## src/rtl/cprs_params.svh

```systemverilog
`ifndef CPRS_PARAMS_SVH
`define CPRS_PARAMS_SVH

`define CPRS_XLEN      32
`define CPRS_PC_MSB    25
`define CPRS_STATUS_MSB 7
`define CPRS_ZERO_IDX  5'h00
`define CPRS_EP_IDX    5'h1E
`define CPRS_NUM_REGS  32

`define CPRS_SR_INT_PC    5'h00
`define CPRS_SR_INT_ST    5'h01
`define CPRS_SR_NMI_PC    5'h02
`define CPRS_SR_NMI_ST    5'h03
`define CPRS_SR_CAUSE     5'h04
`define CPRS_SR_STATUS    5'h05
`define CPRS_SR_TBL_PC    5'h10
`define CPRS_SR_TBL_ST    5'h11
`define CPRS_SR_DBG_PC    5'h12
`define CPRS_SR_DBG_ST    5'h13
`define CPRS_SR_TBL_BASE  5'h14

`define CPRS_GPR_RST   32'h0000_0000
`define CPRS_PC_RST    32'h0000_0000
`define CPRS_SR_RST    32'h0000_0000
`define CPRS_STATUS_RST 32'h0000_0020

`endif

```

## src/rtl/cprs_pkg.sv

```systemverilog
`include "cprs_params.svh"

package cprs_pkg;

  typedef logic [`CPRS_XLEN-1:0] cprs_word_t;
  typedef logic [4:0]            cprs_idx_t;

  typedef enum logic [4:0] {
    CPRS_SR_INT_PC   = `CPRS_SR_INT_PC,
    CPRS_SR_INT_ST   = `CPRS_SR_INT_ST,
    CPRS_SR_NMI_PC   = `CPRS_SR_NMI_PC,
    CPRS_SR_NMI_ST   = `CPRS_SR_NMI_ST,
    CPRS_SR_CAUSE    = `CPRS_SR_CAUSE,
    CPRS_SR_STATUS   = `CPRS_SR_STATUS,
    CPRS_SR_TBL_PC   = `CPRS_SR_TBL_PC,
    CPRS_SR_TBL_ST   = `CPRS_SR_TBL_ST,
    CPRS_SR_DBG_PC   = `CPRS_SR_DBG_PC,
    CPRS_SR_DBG_ST   = `CPRS_SR_DBG_ST,
    CPRS_SR_TBL_BASE = `CPRS_SR_TBL_BASE
  } cprs_sysreg_e;

  // Program counter form: upper bits and bit 0 forced low
  function automatic cprs_word_t cprs_pc_fix(input cprs_word_t v);
    cprs_word_t r;
    r = '0;
    r[`CPRS_PC_MSB:1] = v[`CPRS_PC_MSB:1];
    return r;
  endfunction

  // Saved-PC form keeps bit 0; return path drops it later
  function automatic cprs_word_t cprs_pcsave_fix(input cprs_word_t v);
    cprs_word_t r;
    r = '0;
    r[`CPRS_PC_MSB:0] = v[`CPRS_PC_MSB:0];
    return r;
  endfunction

  function automatic cprs_word_t cprs_status_fix(input cprs_word_t v);
    cprs_word_t r;
    r = '0;
    r[`CPRS_STATUS_MSB:0] = v[`CPRS_STATUS_MSB:0];
    return r;
  endfunction

endpackage

```

## src/rtl/cprs_sysreg_file.sv

```systemverilog
`timescale 1ns/1ps
`include "cprs_params.svh"

module cprs_sysreg_file (
  input  wire logic               core_clk,   // Core clock
  input  wire logic               srst,       // Sync reset
  input  wire logic               clkEn,      // Freeze when low
  input  wire logic               debugMode,  // Debug trap window
  input  wire logic               wrEn,       // Load-system-register
  input  wire cprs_pkg::cprs_idx_t wrNum,     // Write number
  input  wire cprs_pkg::cprs_word_t wrData,   // Write value
  input  wire logic               rdEn,       // Store-system-register
  input  wire cprs_pkg::cprs_idx_t rdNum,     // Read number
  output cprs_pkg::cprs_word_t    rdData,     // Read value
  input  wire logic               causeLoadEn,  // Cause capture
  input  wire cprs_pkg::cprs_word_t causeLoadVal, // Cause code
  output cprs_pkg::cprs_word_t    statusWord, // Live status word
  output logic                    intAckHold  // Hold interrupt ack
);
  import cprs_pkg::*;

  cprs_word_t srFile [0:`CPRS_NUM_REGS-1];                 // [RULE2]

  function automatic logic srReachable(input cprs_idx_t n,
                                       input logic dbg);
    case (n)
      CPRS_SR_INT_PC, CPRS_SR_INT_ST, CPRS_SR_NMI_PC, CPRS_SR_NMI_ST,
      CPRS_SR_CAUSE, CPRS_SR_STATUS, CPRS_SR_TBL_PC, CPRS_SR_TBL_ST,
      CPRS_SR_TBL_BASE: srReachable = 1'b1;
      CPRS_SR_DBG_PC, CPRS_SR_DBG_ST: srReachable = dbg;
      default: srReachable = 1'b0;
    endcase
  endfunction

  function automatic cprs_word_t srFix(input cprs_idx_t n,
                                       input cprs_word_t v);
    case (n)
      CPRS_SR_INT_PC, CPRS_SR_NMI_PC, CPRS_SR_TBL_PC, CPRS_SR_DBG_PC:
        srFix = cprs_pcsave_fix(v);
      CPRS_SR_INT_ST, CPRS_SR_NMI_ST, CPRS_SR_STATUS, CPRS_SR_TBL_ST,
      CPRS_SR_DBG_ST: srFix = cprs_status_fix(v);
      default: srFix = v;
    endcase
  endfunction

  logic srWrOk;
  assign srWrOk = wrEn && srReachable(wrNum, debugMode)
                  && (wrNum != CPRS_SR_CAUSE);                // [RULE11]

  ////////////////////////////////////////////////////////////////////////
  // Storage; cause capture wins over a same-cycle software write
  always_ff @(posedge core_clk) begin
    if (srst) begin
      for (int i = 0; i < `CPRS_NUM_REGS; i++) begin
        srFile[i] <= `CPRS_SR_RST;
      end
      srFile[CPRS_SR_STATUS] <= `CPRS_STATUS_RST;
    end else if (clkEn) begin
      if (srWrOk) begin
        srFile[wrNum] <= srFix(wrNum, wrData);           // [RULE8] [RULE9]
      end
      if (causeLoadEn) begin
        srFile[CPRS_SR_CAUSE] <= causeLoadVal;
      end
    end
  end

  assign statusWord = srFile[CPRS_SR_STATUS];              // [RULE12]

  // Reserved numbers read zero rather than stale array contents
  always_ff @(posedge core_clk) begin
    if (srst) begin
      rdData <= `CPRS_SR_RST;
    end else if (clkEn && rdEn) begin
      rdData <= srReachable(rdNum, debugMode) ? srFile[rdNum]
                                              : `CPRS_SR_RST; // [RULE10]
    end
  end

  // One-cycle hold rises on the edge where the new word lands
  always_ff @(posedge core_clk) begin
    if (srst) begin
      intAckHold <= 1'b0;
    end else if (clkEn) begin
      intAckHold <= srWrOk && (wrNum == CPRS_SR_STATUS);    // [RULE12]
    end
  end

  ////////////////////////////////////////////////////////////////////////
  a_cause_read_only: assert property ( // [RULE11]
    @(posedge core_clk) disable iff (srst)
    clkEn && wrEn && wrNum == CPRS_SR_CAUSE && !causeLoadEn
    |=> srFile[CPRS_SR_CAUSE] == $past(srFile[CPRS_SR_CAUSE]))
    else $error("Cause register changed by software write");

  a_status_write_hold: assert property ( // [RULE12]
    @(posedge core_clk) disable iff (srst)
    clkEn && wrEn && wrNum == CPRS_SR_STATUS
    |=> intAckHold && statusWord == cprs_status_fix($past(wrData)))
    else $error("Status word write not applied with ack hold");

  a_sr_reserved_zero: assert property ( // [RULE10]
    @(posedge core_clk) disable iff (srst)
    clkEn && rdEn && (rdNum > CPRS_SR_STATUS) && (rdNum < CPRS_SR_TBL_PC)
    |=> rdData == '0)
    else $error("Reserved system register number read nonzero");

endmodule

```

## src/rtl/cprs_regs.sv

```systemverilog
// What this block does
// [RULE1] Thirty-two 32-bit general registers, usable as data or address.
// [RULE2] Every program and system register is 32 bits wide.
// [RULE3] Reading general register zero always returns zero.
// [RULE4] Short loads and stores take register thirty as their base address.
// [RULE5] Program counter keeps 26 low bits; bits 31 to 26 read zero.
// [RULE6] Carry out of program counter bit 25 is dropped.
// [RULE7] Program counter bit zero is always zero.
// [RULE8] System registers reached only by numbered system load/store.
// [RULE9] Numbers 0-5 and 16-20 select the listed system registers in order.
// [RULE10] Software must avoid reserved numbers 6-15 and 21-31.
// [RULE11] Cause register is read-only; system loads to it are ignored.
// [RULE12] Status load applies on completion; interrupt ack held meanwhile.
// [RULE13] Writes to register zero are dropped; others update at the edge.
`timescale 1ns/1ps
`include "cprs_params.svh"

module cprs_regs (
  input  wire logic                 core_clk,    // 25 MHz core clock
  input  wire logic                 srst,        // Sync reset, high
  input  wire logic                 clkEn,       // Freeze when low
  input  wire cprs_pkg::cprs_idx_t  rdAddrA,     // Read port A index
  output cprs_pkg::cprs_word_t      rdDataA,     // Read port A data
  input  wire cprs_pkg::cprs_idx_t  rdAddrB,     // Read port B index
  output cprs_pkg::cprs_word_t      rdDataB,     // Read port B data
  input  wire logic                 wrEn,        // Write strobe
  input  wire cprs_pkg::cprs_idx_t  wrAddr,      // Write index
  input  wire cprs_pkg::cprs_word_t wrData,      // Write value
  input  wire logic                 shortAccess, // Short load/store
  input  wire logic [7:0]           shortDisp,   // Short displacement
  output cprs_pkg::cprs_word_t      shortAddr,   // Short access addr
  output cprs_pkg::cprs_word_t      epBase,      // Element pointer
  input  wire logic                 pcLoad,      // Branch or return
  input  wire cprs_pkg::cprs_word_t pcTarget,    // Branch target
  input  wire logic                 pcAdv,       // Advance PC
  input  wire cprs_pkg::cprs_word_t pcStep,      // Advance amount
  output cprs_pkg::cprs_word_t      pc,          // Program counter
  input  wire logic                 debugMode,   // Debug trap window
  input  wire logic                 srWrEn,      // Load-system-reg
  input  wire cprs_pkg::cprs_idx_t  srWrNum,     // System reg number
  input  wire cprs_pkg::cprs_word_t srWrData,    // System reg value
  input  wire logic                 srRdEn,      // Store-system-reg
  input  wire cprs_pkg::cprs_idx_t  srRdNum,     // System reg number
  output cprs_pkg::cprs_word_t      srRdData,    // System reg value
  input  wire logic                 causeLoadEn,  // Cause capture
  input  wire cprs_pkg::cprs_word_t causeLoadVal, // Cause code
  output cprs_pkg::cprs_word_t      statusWord,  // Status word
  output logic                      intAckHold   // Hold interrupt ack
);
  import cprs_pkg::*;

  ////////////////////////////////////////////////////////////////////////
  // General registers; entry zero is never written
  cprs_word_t gpr [0:`CPRS_NUM_REGS-1];                      // [RULE1]

  logic gprWrOk;
  assign gprWrOk = wrEn && (wrAddr != `CPRS_ZERO_IDX);       // [RULE13]

  // Read view with same-cycle write forwarded; zero index wins
  function automatic cprs_word_t gprView(input cprs_idx_t a,
                                         input logic we,
                                         input cprs_idx_t wa,
                                         input cprs_word_t wd,
                                         input cprs_word_t cur);
    if (a == `CPRS_ZERO_IDX) begin
      gprView = `CPRS_GPR_RST;                                // [RULE3]
    end else if (we && wa == a) begin
      gprView = wd;
    end else begin
      gprView = cur;
    end
  endfunction

  always_ff @(posedge core_clk) begin
    if (srst) begin
      for (int i = 0; i < `CPRS_NUM_REGS; i++) begin
        gpr[i] <= `CPRS_GPR_RST;
      end
    end else if (clkEn && gprWrOk) begin
      gpr[wrAddr] <= wrData;                                  // [RULE13]
    end
  end

  // Registered reads keep every output on a flop
  always_ff @(posedge core_clk) begin
    if (srst) begin
      rdDataA <= `CPRS_GPR_RST;
      rdDataB <= `CPRS_GPR_RST;
    end else if (clkEn) begin
      rdDataA <= gprView(rdAddrA, gprWrOk, wrAddr, wrData,
                         gpr[rdAddrA]);                       // [RULE3]
      rdDataB <= gprView(rdAddrB, gprWrOk, wrAddr, wrData,
                         gpr[rdAddrB]);                       // [RULE3]
    end
  end

  ////////////////////////////////////////////////////////////////////////
  // Element pointer mirror and short-format address
  always_ff @(posedge core_clk) begin
    if (srst) begin
      epBase <= `CPRS_GPR_RST;
    end else if (clkEn && gprWrOk && wrAddr == `CPRS_EP_IDX) begin
      epBase <= wrData;
    end
  end

  // Base is the pointer before any same-cycle write, as in a pipeline
  always_ff @(posedge core_clk) begin
    if (srst) begin
      shortAddr <= `CPRS_GPR_RST;
    end else if (clkEn && shortAccess) begin
      shortAddr <= gpr[`CPRS_EP_IDX] + {24'h00_0000, shortDisp}; // [RULE4]
    end
  end

  ////////////////////////////////////////////////////////////////////////
  // Program counter; a load outranks an advance
  cprs_word_t next_pc;

  always_comb begin
    next_pc = pc;
    if (pcLoad) begin
      next_pc = cprs_pc_fix(pcTarget);                     // [RULE5] [RULE7]
    end else if (pcAdv) begin
      // Sum beyond bit 25 is cut by the fix, never reaching bit 26
      next_pc = cprs_pc_fix(pc + pcStep);                  // [RULE6]
    end
  end

  always_ff @(posedge core_clk) begin
    if (srst) begin
      pc <= `CPRS_PC_RST;
    end else if (clkEn) begin
      pc <= next_pc;                                       // [RULE5]
    end
  end

  ////////////////////////////////////////////////////////////////////////
  // System registers, reached only through the numbered port
  cprs_sysreg_file u_sysreg (
    .core_clk   (core_clk),
    .srst       (srst),
    .clkEn      (clkEn),
    .debugMode  (debugMode),
    .wrEn       (srWrEn),                                  // [RULE8]
    .wrNum      (srWrNum),
    .wrData     (srWrData),
    .rdEn       (srRdEn),                                  // [RULE8]
    .rdNum      (srRdNum),
    .rdData     (srRdData),
    .causeLoadEn  (causeLoadEn),
    .causeLoadVal (causeLoadVal),
    .statusWord (statusWord),
    .intAckHold (intAckHold)
  );

  ////////////////////////////////////////////////////////////////////////
  a_zero_read_a: assert property ( // [RULE3]
    @(posedge core_clk) disable iff (srst)
    clkEn && rdAddrA == `CPRS_ZERO_IDX |=> rdDataA == '0)
    else $error("Register zero read nonzero on port A");

  a_zero_write_drop: assert property ( // [RULE13]
    @(posedge core_clk) disable iff (srst)
    clkEn && wrEn && wrAddr == `CPRS_ZERO_IDX
          && rdAddrB == `CPRS_ZERO_IDX
    |=> rdDataB == '0 ##1 gpr[0] == '0)
    else $error("Write to register zero took effect");

  a_gpr_write_fwd: assert property ( // [RULE13]
    @(posedge core_clk) disable iff (srst)
    clkEn && wrEn && wrAddr != `CPRS_ZERO_IDX && rdAddrA == wrAddr
    |=> rdDataA == $past(wrData) && gpr[$past(wrAddr)] == rdDataA)
    else $error("Written value not seen at next read");

  a_ep_short_base: assert property ( // [RULE4]
    @(posedge core_clk) disable iff (srst)
    clkEn && shortAccess
    |=> shortAddr == $past(epBase) + {24'h00_0000, $past(shortDisp)})
    else $error("Short access not based on element pointer");

  a_pc_upper_zero: assert property ( // [RULE5]
    @(posedge core_clk) disable iff (srst)
    pc[31:26] == 6'h00)
    else $error("Program counter upper bits nonzero");

  a_pc_bit0_zero: assert property ( // [RULE7]
    @(posedge core_clk) disable iff (srst)
    clkEn && pcLoad |=> pc[0] == 1'b0 && pc[25:1] == $past(pcTarget[25:1]))
    else $error("Program counter load not even or wrong");

  a_pc_carry_drop: assert property ( // [RULE6]
    @(posedge core_clk) disable iff (srst)
    clkEn && !pcLoad && pcAdv
    |=> pc[25:1] == 25'($past(pc[25:1]) + $past(pcStep[25:1]))
        && pc[31:26] == 6'h00)
    else $error("Program counter advance wrong or carry leaked");

  a_ep_mirror: assert property ( // [RULE4]
    @(posedge core_clk) disable iff (srst)
    epBase == gpr[`CPRS_EP_IDX])
    else $error("Element pointer copy out of step");

  a_zero_read_b: assert property ( // [RULE3]
    @(posedge core_clk) disable iff (srst)
    clkEn && rdAddrB == `CPRS_ZERO_IDX |=> rdDataB == '0)
    else $error("Register zero read nonzero on port B");

  a_gpr_read_b: assert property ( // [RULE1]
    @(posedge core_clk) disable iff (srst)
    clkEn && rdAddrB != `CPRS_ZERO_IDX && !(wrEn && wrAddr == rdAddrB)
    |=> rdDataB == $past(gpr[rdAddrB]))
    else $error("Port B read not the stored word");

  a_short_hold: assert property ( // [RULE4]
    @(posedge core_clk) disable iff (srst)
    !(clkEn && shortAccess) |=> $stable(shortAddr))
    else $error("Short access address moved without a strobe");

  a_pc_freeze: assert property ( // [RULE5]
    @(posedge core_clk) disable iff (srst)
    !clkEn |=> $stable(pc))
    else $error("Program counter moved while frozen");

  a_pc_even: assert property ( // [RULE7]
    @(posedge core_clk) disable iff (srst)
    pc[0] == 1'b0)
    else $error("Program counter bit zero set");

endmodule

```

## config.mk

```make
export PLATFORM = sky130hd
export DESIGN_NAME = cprs_regs
export DESIGN_NICKNAME = d
export VERILOG_FILES = /design/src/rtl/cprs_pkg.sv /design/src/rtl/cprs_sysreg_file.sv /design/src/rtl/cprs_regs.sv
export VERILOG_INCLUDE_DIRS = /design/src /design/src/rtl
export SDC_FILE = /design/constraint.sdc
export NUM_CORES = 2
export LEC_CHECK = 0
export BUFFER_PORTS_ARGS = -buffer_cell sky130_fd_sc_hd__buf_4
export CORE_MARGIN = 4
export CORE_UTILIZATION = 40
export DETAILED_ROUTE_END_ITERATION = 6
export GPL_ROUTABILITY_DRIVEN = 0
export PLACE_DENSITY = 0.57
export SLEW_MARGIN = 15
export SYNTH_ARGS = -nofsm -noshare
export SYNTH_HDL_FRONTEND = slang
export SYNTH_HIERARCHICAL = 1
export SYNTH_SLANG_ARGS = --single-unit
```

## constraint.sdc

```tcl
create_clock -name core_clk -period 3 [get_ports core_clk]
set_input_delay 0.15 -clock core_clk [delete_from_list [all_inputs] [get_ports core_clk]]
set_output_delay 0.15 -clock core_clk [all_outputs]
set_load 0.005 [all_outputs]
```

Word level (Yosys, flattened, before mapping)
Memory sizes are Yosys's and may differ from the RTL's.
Index checks and enable logic that the tools add are counted.
Widths: inputs -> output; s select.
Cells by class
  add/sub/neg operators: 2
  equal/unequal tests: 24
  multiplexer cells: 36
  bitwise operators: 2
  reduce and logical (&&, ||, !) cells: 25
Operator list (number)
  $mux 32: 14
  $pmux 32 s2: 1
  $reduce_or 32->1: 2
  $eq 5x5->1 const B: 11
  $add 32x8->32: 1
  $add 26x26->26: 1
  $eq 5x2->1 const B: 4
  $eq 5x3->1 const B: 4
  $logic_not 5->1: 4
  $reduce_or 9->1: 2
  $mux 1: 17
  $eq 5x1->1 const B: 2
  $eq 5x5->1: 2
  $logic_and 1x1->1: 10
  $mux 5: 2
  $ne 5x3->1 const B: 1
  $reduce_bool 5->1: 1
  $reduce_or 5->1: 1
  $pmux 1 s2: 2
  $reduce_or 2->1: 2
  $reduce_or 4->1: 1
  $or 1x1->1: 2
  $reduce_and 2->1: 1
  $reduce_bool 2->1: 1
Word-level totals
  bits in registers: 193
  bits in writable memories: 2048
  bits of input ports: 204
  output and inout bits: 225
  logic and storage cells: 98
  memories: 2
Memories
  gpr: words 32, bits a word 32, read ports 3, clocked after memory_dff 0, wr ports 32, line cprs_regs.sv:54  | cprs_word_t gpr [0:`CPRS_NUM_REGS-1];
  u_sysreg.srFile: words 32, bits a word 32, read ports 2, clocked after memory_dff 0, wr ports 32, line cprs_sysreg_file.sv:22  | cprs_word_t srFile [0:`CPRS_NUM_REGS-1];

Longest topological paths before layout
  word-level depth: 11
  gate-level depth with buffers: 12
  mapped depth without buffers: 11

Cells and area by module
Netlist, hierarchy kept.
By module, submodules not included
  cprs_regs: instances 1, cells each 4081, area an instance 61293.8 µm², sequential area each 33812.4 µm²
  cprs_sysreg_file: instances 1, cells each 1267, area an instance 22560.4 µm², sequential area each 16515.8 µm²

Worst setup path before layout
OpenSTA, ideal clock, no wires.
  path type: reg-to-reg
  from: register pc[1]
  to: register pc[25]
  library setup time: 0.103 ns
  arrival: 2.482 ns
  required time: 2.897 ns
  slack: 0.415 ns
  cell stages (with the launch flop): 11
  path buffers: 0
  period minus slack after synthesis: 2.585 ns
  cells stage by stage: dfxtp_1 -> ha_1 -> fa_1 -> a21o_1 -> a221oi_2 -> nand2_1 -> a221oi_2 -> o31ai_2 -> a31oi_2 -> nor3_1 -> a2111oi_2
Between the ends
  cells in the longest elaborated chain, start to end: 3
RTL lines
  start: declaration: line cprs_regs.sv:37  | output cprs_pkg::cprs_word_t pc,
  start signal: assignment: line cprs_regs.sv:132  | pc <= `CPRS_PC_RST;
  start signal: assignment: line cprs_regs.sv:134  | pc <= next_pc;
  $add 26x26->26: line cprs_regs.sv:126  | next_pc = cprs_pc_fix(pc + pcStep);
  $mux 32: line cprs_regs.sv:124  | end else if (pcAdv) begin
  $mux 32: line cprs_regs.sv:122  | if (pcLoad) begin
Every way passes these cells. The select of a mux whose other input is x is not followed.
A chain may end at the register's enable or synchronous reset.

==> out/qor.csv <==
stage;metric;value;unit
synthesis;ys_async_sr_fraction;0;%
timing;setup_viol;0;
synthesis;synth_cell_type_count;74;
synthesis;ys_warn_count;6;
run_status;status;complete, no violations;
synthesis;synth-seq-area-share;60.0;%
synthesis;synth_enable_flop_cells;1552;
layout;fin_util;48.8;%
timing;fin_hold_ws;0.0810;ns
clock_tree;cts_htree_levels;4;
synthesis;dominantRegCellSynth;edfxtp_1;
clock_tree;clock_latency;0.85;ns
timing;slew_headroom;32.9;%
timing;clock_skew;0.0285;ns
worst_hold_path;hold_class;in -> reg;
power_and_ir_drop;finalPower;58400;µW
global_routing;grt_pass1_vias;53400;
die;row_count;167;
global_routing;grt-ovfl-total;0;
placed_design;numPortBuffers;407;
synthesis;synth-seq-cells;1738;
timing;hold_viol_final;0;
global_routing;grt_usage;24.2;%
power_and_ir_drop;pwr_density_cell;576;mW/mm²
critical_path;end_kind;flip-flop;
critical_path;r2r-end;pc[5];
critical_path;critPathTopFamily;buffers and inverters;
route;drt_pre_antenna_iters;7;
die;die_x;466;µm
die;die-area;0.217;mm²
synthesis;netlist_area;0.0839;mm²
clock_tree;path_clk_slew;0.07;ns
critical_path;max_stage_delay;0.57;ns
timing;rsz0062_at_grt;yes;
critical_path;setup.worst_path.class;in -> reg;
timing;finalCritPeriodShare;97.6;%
clock_tree;clock_path_buffers;3;
global_routing;grt_first_pass_wirelength;380000;µm
clock_tree;cts_tree;done;
critical_path;crit_required;3.74;ns
worst_hold_path;worstHoldStart;rdAddrB[2];
timing;worstMarginPinSlew;1.01;ns
route;vias;51700;
critical_path;worstSetupStartpointType;input port;
worst_hold_path;whs_endpoint;rdDataB[4];
critical_path;crit_fanout;122;
global_routing;grt_max_degree;123;
timing;drv_slew;0;
clock_tree;cts_made_buffers;190;
clock_tree;clock-sinks;1738;
power_and_ir_drop;irDropWorstVdd;0.688;mV
critical_path;crit_top_cell;dlygate4sd3_1;
die;ios;429;
route;ant_nets;0;
timing;tns;0;ns
layout;mostFrequentLayoutCell;edfxtp_1;
layout;layout_common_cells;edfxtp_1 (1,552), and2_1 (1,101), mux4_2 (764);
clock_tree;cts-root-buf;clkbuf_16;
layout;final_layout_size_suffix_gt1_share;28.6;%
route;drt-total-wl;264000;µm
critical_path;critical_path.cell_chain;dlygate4sd3_1 > buf_8 > buf_12 > buf_4 > nor2_1 > o21ai_0 > dlygate4sd3_1 > a211oi_1 > dlygate4sd3_1;
route;drc;0;
worst_hold_path;hold_path_depth;5;
critical_path;cp_slowest_cell;dlygate4sd3_1;
route;routedWlPerCell;28.4;µm
critical_path;path_buf_inv;6;
layout;nNetsFinal;6554;
global_routing;antenna_found_initial;20;
run;drv_cap;0;
die;initial_core_util;40.3;%
placed_design;dp_slack;0.137;ns
timing;fin_ws;0.0710;ns
critical_path;worstPathArrival;3.67;ns
die;fp.dieH;466;µm
power_and_ir_drop;p_leak;0.0364;µW
route;via_per_inst;5.57;
die;coreArea;0.208;mm²
timing;period_minus_slack;2.93;ns
critical_path;rrSetupSlack;0.13;ns
layout;syn_to_final_growth;21.0;%
critical_path;r2r-start;pc[1];
synthesis;syn-instance-count;5348;
timing;fmax;341;MHz
synthesis;synth.avg_cell_area;15.7;µm²
critical_path;r2r_cells;10;
route;drt_iter0_drc;5351;
placed_design;hpwl;165000;µm
==> synthesized netlist by cell type, types with 5 or more instances <==
master	count	area share, %
or2_2	37	0.28
buf_6	12	0.16
a21o_1	15	0.13
nand3b_1	17	0.15
nor3b_1	5	0.045
mux4_2	764	21
a211oi_1	42	0.38
xnor2_1	19	0.20
a21oi_1	83	0.50
and3_1	17	0.13
and2_1	1102	8.2
nor3_1	12	0.072
nand2b_1	11	0.082
buf_2	82	0.49
a222oi_1	31	0.37
clkbuf_1	358	1.6
nor2_1	189	0.85
buf_1	32	0.14
ha_1	32	0.48
buf_4	16	0.14
nand4_1	13	0.097
inv_1	15	0.067
o211ai_1	9	0.081
nand2_1	335	1.5
nand3_1	24	0.14
a22oi_1	94	0.84
dfxtp_1	186	4.4
mux2i_1	47	0.56
xor2_1	39	0.41
o21ai_0	74	0.44
nor2_2	10	0.075
edfxtp_1	1552	56
==> power by group <==
| part | switching, µW | leakage [µW] | internal, µW |
|---|---|---|---|
| clock | 10100 | 0.00303 | 13200 |
| combinational | 3440 | 0.0170 | 3190 |
| sequential | 701 | 0.0164 | 27800 |
==> stage by stage <==
| stage | cell area [µm²] | std cells |
|---|---|---|
| floorplan | 85200 | 5705 |
| global placement | 92800 | 8675 |
| detailed placement | 92800 | 8675 |
| CTS | 101000 | 9267 |
| global route | 101000 | 9275 |
| finish | 101000 | 9280 |
==> worst reg2reg max path: stages (launching register included) <==
cell	delay, ns
dfxtp_1	0.32
ha_1	0.22
fa_2	0.37
a21o_1	0.20
a21oi_2	0.15
xor2_1	0.15
o211ai_1	0.09
dlygate4sd3_1	0.58
o21ai_0	0.07
dlygate4sd3_1	0.55
nor2_1	0.04
==> area by class of cell <==
class,count,area [µm²]
Sequential cell,1738,50300
Fill cell,17500,106000
Clock inverter,101,943
Antenna cell,10,25.0
Timing Repair Buffer,919,8390
Inverter,15,56.3
Multi-Input combinational cell,3452,33000
Tap cell,2788,3490
Clock buffer,257,5250
==> cell families after synthesis <==
group	after synthesis	synth area share [%]
buf+inv	515	2.61
simple gates	1802	12.0
flops	1738	60.0
fa+ha+maj	34	0.525
other cells	2	0.00896
mux	813	21.1
compound gates	386	3.16
xor+xnor	58	0.606
==> worst max path at each step <==
stage                     startpoint      endpoint  slack, ns  cells past startpoint
after global placement         pc[1]        pc[23]       0.15                     10
after global routing           pc[1]        pc[25]      -0.06                     10
after floorplan                pc[1]        pc[25]       0.41                     10
after CTS                 gpr[30][1]  shortAddr[5]       0.04                      9
after detailed placement       pc[1]        pc[23]       0.14                     10
final                           srst        pc[24]       0.07                      9
==> what timing repair did <==
item | 4_1_cts | 5_1_grt
hold buffers | 234 | 0
hold endpoints to repair | 1413 | 0
resized for setup | 0 | 9
setup endpoints to repair | 0 | 12
buffers inserted | 0 | 2
==> per-layer routing <==
layer,GRT usage (%),share of wire (%)
met5,0,0.0049
met4,8.21,3.5
met2,39.0,48
met3,4.43,8.2
met1,33.2,41
==> sequential cells by signal, summed over array words and instances, names as in the netlist <==
name,count
epBase,32
u_sysreg/intAckHold,1
gpr,1024
rdDataA,32
pc,25
rdDataB,32
shortAddr,32
u_sysreg/srFile,528
u_sysreg/rdData,32
Power figures use the tool's default switching activity.
